==> config.mk <==
export PLATFORM = sky130hd
export DESIGN_NAME = main_clock_rtc_beeper
export DESIGN_NICKNAME = d
export VERILOG_FILES = /design/src/design/clk_ctrl_pkg.sv /design/src/design/main_clock_rtc_beeper.sv
export VERILOG_INCLUDE_DIRS = /design/src /design/src/design
export SDC_FILE = /design/constraint.sdc
export NUM_CORES = 1
export LEC_CHECK = 0
export ABC_AREA = 1
export ABC_CLOCK_PERIOD_IN_PS = 4200
export BUFFER_PORTS_ARGS = -buffer_cell sky130_fd_sc_hd__buf_2
export CELL_PAD_IN_SITES_DETAIL_PLACEMENT = 2
export CELL_PAD_IN_SITES_GLOBAL_PLACEMENT = 2
export CORE_ASPECT_RATIO = 1.5
export CORE_MARGIN = 2
export CORE_UTILIZATION = 36
export DETAILED_ROUTE_END_ITERATION = 7
export PLACE_DENSITY = 0.92
export SLEW_MARGIN = 20
export SYNTH_ARGS = -nofsm -noshare
export SYNTH_HDL_FRONTEND = slang
export SYNTH_SLANG_ARGS = --single-unit
==> constraint.sdc <==
create_clock -name sys_clk -period 4.2 [get_ports sys_clk]
set_clock_uncertainty 0.15 [all_clocks]
set_input_delay 0.42 -clock sys_clk [delete_from_list [all_inputs] [get_ports sys_clk]]
set_output_delay 0.42 -clock sys_clk [all_outputs]
set_load 0.02 [all_outputs]
==> src/design/clk_ctrl_regs.svh <==
// Purpose: offsets, fields, reset values and counts of the clock controller
// Assumes: 8-bit register port, byte addresses
// Notes:   definitions only
`ifndef CLK_CTRL_REGS_SVH
`define CLK_CTRL_REGS_SVH

`define CCS_OFFSET       8'h2c
`define TONE_OFFSET      8'h2d
`define IRQ_STAT_OFFSET  8'h2e
`define IRQ_MASK_OFFSET  8'h2f
`define REG_RESET        8'h00

`define CCS_CLKOUT_BIT   7
`define CCS_DIV_HI       6
`define CCS_DIV_LO       5
`define CCS_SLOW_BIT     4
`define CCS_TB_HI        3
`define CCS_TB_LO        2
`define CCS_TIE_BIT      1
`define CCS_FLAG_BIT     0

`define TICK_CYC_0       18'd16000
`define TICK_CYC_1       18'd32000
`define TICK_CYC_2       18'd80000
`define TICK_CYC_3       18'd200000

// half periods of tone at 8 MHz oscillator: 2 kHz, 1 kHz, 500 Hz
`define TONE_HALF_1      14'd2000
`define TONE_HALF_2      14'd4000
`define TONE_HALF_3      14'd8000

`endif

==> src/design/clk_ctrl_pkg.sv <==
// Purpose: types of the clock controller
// Assumes: nothing
// Notes:   numbers live in clk_ctrl_regs.svh
package clk_ctrl_pkg;
    typedef enum logic [1:0] {RUN, LOW_POWER_TICK, FULL_HALT} power_e;
endpackage

==> src/design/main_clock_rtc_beeper.sv <==
// Purpose: core clock select, periodic tick, clock out and tone output
// Assumes: sys_clk is the oscillator clock; one clock domain
// Notes:   core clock divider made as an enable pulse plus a gated level
// Contract
// - clock_out_enable set drives core clock on clockout pin, else pin free.
// - clock out is suspended in low power tick mode.
// - divider select gives oscillator over 2, 4, 8 or 16 in slow mode.
// - slow select zero gives oscillator clock, one gives divided clock.
// - tick period is 16000, 32000, 80000 or 200000 oscillator cycles.
// - a new time base takes effect only after the running period ends.
// - tick irq enable gates tick interrupt; it wakes low power tick mode.
// - halt with tick irq enable enters low power tick mode, not halt.
// - flag set each tick period; a status register read clears it unless a tick sets it in that cycle.
// - tone select: off, about 2 kHz, 1 kHz, 500 Hz, half duty.
// - tone keeps running in low power tick mode.
// - all four registers reset to all zeros.
// - tick interrupt needs enable and inactive cpu mask; wakes wait mode.
// - full halt freezes counters and control and tone register writes until a halt-exit wake.
// - tick interrupt never wakes full halt.
`timescale 1ns/100ps
`include "clk_ctrl_regs.svh"

module main_clock_rtc_beeper
    import clk_ctrl_pkg::*;
#(
    parameter int TICK_SCALE = 1
) (
    input  wire logic       sys_clk,
    input  wire logic       rst,
    input  wire logic [7:0] regAddr,
    input  wire logic [7:0] regWdata,
    input  wire logic       regWr,
    input  wire logic       regRd,
    output logic      [7:0] regRdata,
    input  wire logic       haltReq,
    input  wire logic       haltWake,
    input  wire logic       waitMode,
    input  wire logic       cpuIrqMask,
    output logic            tickIrq,
    output logic            irq,
    output logic            coreClk,
    output logic            coreClkEn,
    output logic            clockoutPinOut,
    output logic            clockoutPinOe,
    output logic            tonePinOut,
    output logic            tonePinOe,
    output logic      [1:0] powerState
);

    // the shortest period must stay at least two cycles once scaled, or
    // the end-of-period compare would never see its last count
    localparam int MIN_TICK  = int'(`TICK_CYC_0);
    localparam int MAX_SCALE = MIN_TICK / 2;

    generate
        if (TICK_SCALE < 1) begin : g_scaleLow
            $error("TICK_SCALE must be at least one");
        end
        if (TICK_SCALE > MAX_SCALE) begin : g_scaleHigh
            $error("TICK_SCALE leaves a tick period under two cycles");
        end
    endgenerate

    logic [7:0]  ccs_q;
    logic [1:0]  tone_q;
    logic [1:0]  tbActive_q;
    logic [17:0] tickCnt_q;
    logic [3:0]  divCnt_q;
    logic [1:0]  divActive_q;
    logic        slowActive_q;
    logic        coreClk_q;
    logic [13:0] toneCnt_q;
    logic        tone_q_out;
    logic [1:0]  irqStat_q;
    logic [1:0]  irqMask_q;
    logic [7:0]  rdata_q;
    power_e      pwr_q;

    // one address compare shared by the write, read and mux decodes
    function automatic logic reg_hit(input logic [7:0] addr,
                                     input logic [7:0] offset);
        return (addr == offset);
    endfunction

    wire hitCcs   = reg_hit(regAddr, `CCS_OFFSET);
    wire hitTone  = reg_hit(regAddr, `TONE_OFFSET);
    wire hitStat  = reg_hit(regAddr, `IRQ_STAT_OFFSET);
    wire hitMask  = reg_hit(regAddr, `IRQ_MASK_OFFSET);

    // in full halt the clock control and tone registers ignore software writes
    wire frozen   = (pwr_q == FULL_HALT);
    wire lowPower = (pwr_q == LOW_POWER_TICK);
    wire wrCcs    = regWr && hitCcs && !frozen;
    wire wrTone   = regWr && hitTone && !frozen;
    wire wrStat   = regWr && hitStat;
    wire wrMask   = regWr && hitMask;
    wire rdCcs    = regRd && hitCcs;
    wire tieBit   = ccs_q[`CCS_TIE_BIT];

    function automatic logic [17:0] tick_len(input logic [1:0] sel);
        logic [17:0] n;
        case (sel)
            2'h0:    n = `TICK_CYC_0;
            2'h1:    n = `TICK_CYC_1;
            2'h2:    n = `TICK_CYC_2;
            default: n = `TICK_CYC_3;
        endcase
        return n / 18'(TICK_SCALE);
    endfunction

    function automatic logic [13:0] tone_half(input logic [1:0] sel);
        logic [13:0] n;
        case (sel)
            2'h1:    n = `TONE_HALF_1;
            2'h2:    n = `TONE_HALF_2;
            default: n = `TONE_HALF_3;
        endcase
        return n;
    endfunction

    // tick counter: period end reloads the time base from software, so a
    // new setting never shortens or stretches the period already running
    wire [17:0] tickLast = tick_len(tbActive_q) - 18'h1;
    wire        tickEnd  = (tickCnt_q == tickLast);
    wire        tickRun  = !frozen;
    wire [1:0]  tbSoft   = ccs_q[`CCS_TB_HI:`CCS_TB_LO];

    always_ff @(posedge sys_clk) begin
        if (rst)
            tickCnt_q <= 18'h0;
        else if (tickRun && tickEnd)
            tickCnt_q <= 18'h0;
        else if (tickRun)
            tickCnt_q <= tickCnt_q + 18'h1;
    end

    always_ff @(posedge sys_clk) begin
        if (rst)
            tbActive_q <= 2'h0;
        else if (tickRun && tickEnd)
            tbActive_q <= tbSoft;
    end

    // set wins over a read in the same cycle, so a tick landing on the
    // read edge is reported by the next read instead of being lost
    wire       tickEvt  = tickEnd && tickRun;
    wire [7:0] ccsWrVal = {regWdata[7:1], ccs_q[`CCS_FLAG_BIT]};
    wire       flagSet  = tickEvt;
    wire       flagClr  = rdCcs && !flagSet;
    wire       flagNext = flagSet ? 1'b1 :
                          (flagClr ? 1'b0 : ccs_q[`CCS_FLAG_BIT]);

    always_ff @(posedge sys_clk) begin
        if (rst) begin
            ccs_q <= `REG_RESET;
        end else begin
            if (wrCcs)
                ccs_q[7:1] <= ccsWrVal[7:1];
            ccs_q[`CCS_FLAG_BIT] <= flagNext;
        end
    end

    // upper tone bits are reserved and never stored
    always_ff @(posedge sys_clk) begin
        if (rst)
            tone_q <= 2'h0;
        else if (wrTone)
            tone_q <= regWdata[1:0];
    end

    // power state: halt requests pick mode from tick irq enable; the tick
    // only ends low power mode, a full halt needs a halt-exit wake
    wire     tickWake = tickEvt && tieBit;
    wire     goLow    = haltReq && tieBit;
    wire     goHalt   = haltReq && !tieBit;
    wire     lowExit  = tickWake || haltWake;
    wire     haltExit = haltWake;
    power_e  pwr_d;

    always_comb begin
        pwr_d = pwr_q;
        case (pwr_q)
            RUN: begin
                if (goLow)
                    pwr_d = LOW_POWER_TICK;
                else if (goHalt)
                    pwr_d = FULL_HALT;
            end
            LOW_POWER_TICK: begin
                if (lowExit)
                    pwr_d = RUN;
            end
            FULL_HALT: begin
                if (haltExit)
                    pwr_d = RUN;
            end
            default: pwr_d = RUN;
        endcase
    end

    always_ff @(posedge sys_clk) begin
        if (rst)
            pwr_q <= RUN;
        else
            pwr_q <= pwr_d;
    end

    // core clock: changes applied only at a divided period end, so no
    // short pulse ever leaves the divider
    // the shift runs at five bits: divide by 16 needs a 1 in bit 4 before
    // the minus one brings the last count back into four bits
    wire [2:0] divShift = {1'b0, divActive_q} + 3'h1;
    wire [4:0] divSpan  = 5'h01 << divShift;
    wire [3:0] divLast  = 4'(divSpan - 5'h01);
    wire [3:0] divHalf  = divLast >> 1;
    wire       divRun   = !frozen;
    wire       divWrap  = !slowActive_q || (divCnt_q == divLast);
    wire       divHigh  = slowActive_q && (divCnt_q <= divHalf);

    always_ff @(posedge sys_clk) begin
        if (rst)
            divCnt_q <= 4'h0;
        else if (divRun && divWrap)
            divCnt_q <= 4'h0;
        else if (divRun)
            divCnt_q <= divCnt_q + 4'h1;
    end

    always_ff @(posedge sys_clk) begin
        if (rst) begin
            divActive_q  <= 2'h0;
            slowActive_q <= 1'b0;
        end else if (divRun && divWrap) begin
            divActive_q  <= ccs_q[`CCS_DIV_HI:`CCS_DIV_LO];
            slowActive_q <= ccs_q[`CCS_SLOW_BIT];
        end
    end

    always_ff @(posedge sys_clk) begin
        if (rst)
            coreClk_q <= 1'b0;
        else if (divRun)
            coreClk_q <= divHigh;
    end

    // normal mode passes the oscillator; slow mode uses divided level
    assign coreClk   = slowActive_q ? coreClk_q : (sys_clk && !frozen);
    assign coreClkEn = divWrap && !frozen;

    // the pin stays enabled while suspended so it does not float to the
    // pull level and look like a clock edge to the far side
    wire clkOutSel  = ccs_q[`CCS_CLKOUT_BIT];
    wire clkOutHold = lowPower || frozen;
    wire clkOutOn   = clkOutSel && !clkOutHold;
    assign clockoutPinOe  = ccs_q[`CCS_CLKOUT_BIT];
    assign clockoutPinOut = clkOutOn ? coreClk : 1'b0;

    // tone: half-period counter toggling the pin, runs in low power mode;
    // the >= compare recovers at once when a shorter pitch is selected
    wire        toneOff  = (tone_q == 2'h0);
    wire [13:0] toneLast = tone_half(tone_q) - 14'h1;
    wire        toneRun  = !frozen;
    wire        toneWrap = (toneCnt_q >= toneLast);

    always_ff @(posedge sys_clk) begin
        if (rst || toneOff)
            toneCnt_q <= 14'h0;
        else if (toneRun && toneWrap)
            toneCnt_q <= 14'h0;
        else if (toneRun)
            toneCnt_q <= toneCnt_q + 14'h1;
    end

    always_ff @(posedge sys_clk) begin
        if (rst || toneOff)
            tone_q_out <= 1'b0;
        else if (toneRun && toneWrap)
            tone_q_out <= !tone_q_out;
    end
    assign tonePinOut = tone_q_out;
    assign tonePinOe  = (tone_q != 2'h0);

    // tick request to the cpu: level while flag, enable and mask allow
    assign tickIrq = ccs_q[`CCS_FLAG_BIT] && tieBit && !cpuIrqMask;

    // sticky event bits: 0 tick, 1 tone period; write one clears, and an
    // event in the clearing cycle wins so it is never dropped
    wire       toneEvt = tone_q_out && !toneOff && (toneCnt_q == 14'h0);
    wire [1:0] evt     = {toneEvt, tickEvt};
    wire [1:0] statClr = wrStat ? regWdata[1:0] : 2'h0;

    genvar gi;
    generate
        for (gi = 0; gi < 2; gi++) begin : g_stat
            always_ff @(posedge sys_clk) begin
                if (rst)
                    irqStat_q[gi] <= 1'b0;
                else if (evt[gi])
                    irqStat_q[gi] <= 1'b1;
                else if (statClr[gi])
                    irqStat_q[gi] <= 1'b0;
            end
        end
    endgenerate

    always_ff @(posedge sys_clk) begin
        if (rst)
            irqMask_q <= 2'h0;
        else if (wrMask)
            irqMask_q <= regWdata[1:0];
    end
    assign irq = |(irqStat_q & irqMask_q);

    // unmapped offsets read as zero; data is zero outside the read slot
    // so a stray sample can never show a stale register
    wire [7:0] rdMux =
        hitCcs  ? ccs_q :
        hitTone ? {6'h00, tone_q} :
        hitStat ? {6'h00, irqStat_q} :
        hitMask ? {6'h00, irqMask_q} : 8'h00;

    always_ff @(posedge sys_clk) begin
        if (rst)
            rdata_q <= 8'h00;
        else
            rdata_q <= regRd ? rdMux : 8'h00;
    end
    assign regRdata   = rdata_q;
    assign powerState = pwr_q;

    // waitMode has no effect here; tickIrq still wakes the cpu from it
    wire unusedWait = waitMode;

endmodule

==> results.json <==
{
  "status": "completed",
  "synth_edf_count": 0,
  "finalHoldViolations": 0,
  "netlist_area_um2": 3610,
  "startpoint_type": "clock port",
  "worst_pin_slew_ns": 0.757,
  "syn_to_final_growth_pct": 23.5,
  "die-area_um2": 10900,
  "cts_tree": "built",
  "multiInputGateArea_um2": 1960,
  "clk_pin_slew_worst_paths_ns": 0.06,
  "rsz0062_at_grt": "false",
  "ys.flop_type": "dfxtp_1",
  "path_max_fanout": 2,
  "coreArea_um2": 9740,
  "portBuffers": 40,
  "hpwl_um": 8780,
  "drv_slew": 0,
  "die_h_um": 127,
  "postLayoutCellArea_um2": 4460,
  "syn-instance-count": 485,
  "drv_cap": 0,
  "drtIter0Drc": 119,
  "ys_ff_latch": 67,
  "via_per_inst": 5.54,
  "p_leak_nw": 1.84,
  "slew_headroom": 0.495,
  "ctsHoldBuffers": 0,
  "yosysSeqAreaShare": 0.371,
  "n_fill_cell": 1108,
  "async_reset_ff_frac": 0,
  "seq_area_um2": 1340,
  "overflow": 0,
  "place_area_um2": 3910,
  "grt_pass1_vias": 4261,
  "crit_chain": "clkbuf_16 > clkbuf_16 > clkbuf_16 > clkbuf_16 > clkbuf_16 > nand3_2 > and2_4 > clkbuf_16 > clkbuf_16 > clkbuf_16 > inv_1 > buf_2",
  "arrival_ns": 3.56,
  "min_path_type": "primary input to register",
  "grt_pass1_wl_um": 22800,
  "finalNetCount": 584,
  "drive_gt1_frac": 0.196,
  "initial_core_util": 0.371,
  "stdcell_count": 660,
  "irDropWorstVdd_mv": 0.267,
  "wire_per_inst_um": 21.6,
  "avgSynthCellArea_um2": 7.45,
  "yosys.area.top_type": "dfxtp_1",
  "critPathMostFrequentCell": "clkbuf_16",
  "drc": 0,
  "dpl.cell_count": 633,
  "critPathRequiredTime_ns": 3.63,
  "grt_max_degree": 21,
  "grt_use_total": 0.291,
  "ys_warn_count": 0,
  "antenna_left": 0,
  "fin_total_pwr_mw": 2.31,
  "setup_violations": 0,
  "rows": 44,
  "gp_congestion": 0.810,
  "tns_ns": 0,
  "antenna_found_initial": 0,
  "ios": 42,
  "vias": 3655,
  "syn-num-nets": 529,
  "worstSetupPathType": "clock port to output port",
  "wl_um": 14300,
  "critPathMaxStageDelay_ns": 0.18,
  "layout_commonest_cell": "nand2_1",
  "mostFrequentLayoutCells": "nand2_1, dfxtp_1, inv_1, nor2_1, buf_2",
  "die_w_um": 85.8,
  "crit_family": "buffers and inverters",
  "dr.pass1.iters": 6,
  "p_per_area_nw_per_um2": 519,
  "diodes": 0,
  "clk-insertion-delay-late_ns": 0.47,
  "critPathCaptureType": "output port",
  "synth_top_area_frac": 0.371,
  "synth.distinct_cells": 43,
  "synth_area_leaders": "dfxtp_1, nand2_1, ha_1",
  "path_buf_inv": 10,
  "cp_slowest_cell": "and2_4"
}
[where the power goes]
| part | internal, mW | total (mW) | switching [mW] | leakage, nW |
|---|---|---|---|---|
| clock | 0.855 | 1.31 | 0.458 | 0.294 |
| sequential | 0.662 | 0.690 | 0.0277 | 0.541 |
| combinational | 0.0915 | 0.312 | 0.221 | 1.01 |
[layer usage]
metal	up-vias	global-route usage	part of all wire
met2	94	0.524	0.56
met3	70	0.0833	0.030
met5	-	0	0
met4	0	0.255	0.059
met1	1815	0.255	0.35
li1	1676	-	-
[worst register-to-register path, stage by stage (launching register included)]
cell	delay (ns)
dfxtp_1	0.38
inv_1	0.10
ha_1	0.20
buf_4	0.21
inv_4	0.23
nand3_4	0.13
nor2_4	0.15
nand3b_1	0.14
nor2_2	0.21
nand2_4	0.15
o21ai_0	0.33
a21oi_1	0.12
[cells by family (layout without fill, tap and decap cells)]
logic type / after synthesis / in the layout / share of synthesized area
buffers and inverters: 76 / 136 / 0.0869
DFF: 67 / 67 / 0.371
xor gates and xnor gates: 18 / 18 / 0.0436
adders and majority gates: 20 / 20 / 0.0693
AOI/OAI and AO/OA: 63 / 63 / 0.0925
and+or+nand+nor: 241 / 241 / 0.336
[Yosys cell counts, types with 7 or more instances]
library cell / count
nand4_1: 11
ha_1: 20
nor2_1: 51
nor3_1: 8
o21ai_0: 17
xor2_1: 13
inv_1: 64
nor2_2: 7
nand3_1: 27
dfxtp_1: 67
a21oi_1: 37
nor2_4: 8
nand2_1: 101
nand2_2: 7
[flip-flops by register name, indices dropped and copies added (netlist names), 4 cells and up]
register	cells
tickCnt_q	18
toneCnt_q	14
ccs_q	8
regRdata	8
divCnt_q	4
[worst paths after layout]
check        cells past startpoint                          to                  startpoint  slack, ns
min reg2reg                      2   slowActive_q$_SDFFE_PP0P_       ccs_q[4]$_SDFFE_PP0P_       0.34
max                             12                     coreClk                     sys_clk       0.07
min                              3       ccs_q[4]$_SDFFE_PP0P_                 regWdata[4]       0.12
max reg2reg                     11  tbActive_q[0]$_SDFFE_PP0P_  powerState[0]$_SDFFE_PP0P_       1.56
[timing repair]
action,4_1_cts,5_1_grt
resized for setup,2,1
pin swaps,0,1
endpoints found under the setup margin,2,1
buffers inserted,0,0
[cell type report]
type,count,share of cell area
Inverter,67,0.0569
Sequential cell,67,0.301
Clock inverter,7,0.0104
Multi-Input combinational cell,342,0.440
Tap cell,115,0.0322
Clock buffer,23,0.115
Timing Repair Buffer,39,0.0443
[per-stage QoR]
stage / utilization / hold slack (ns) / setup slack, ns
2_1_floorplan: - / 0.277 / 1.25
3_3_place_gp: 0.401 / 0.293 / 1.17
3_5_place_dp: 0.401 / 0.315 / 1.17
4_1_cts: 0.457 / 0.108 / 0.0100
5_1_grt: 0.458 / 0.118 / 0.0293
6_report: 0.458 / 0.119 / 0.0708
Power figures use the tool's default switching activity.
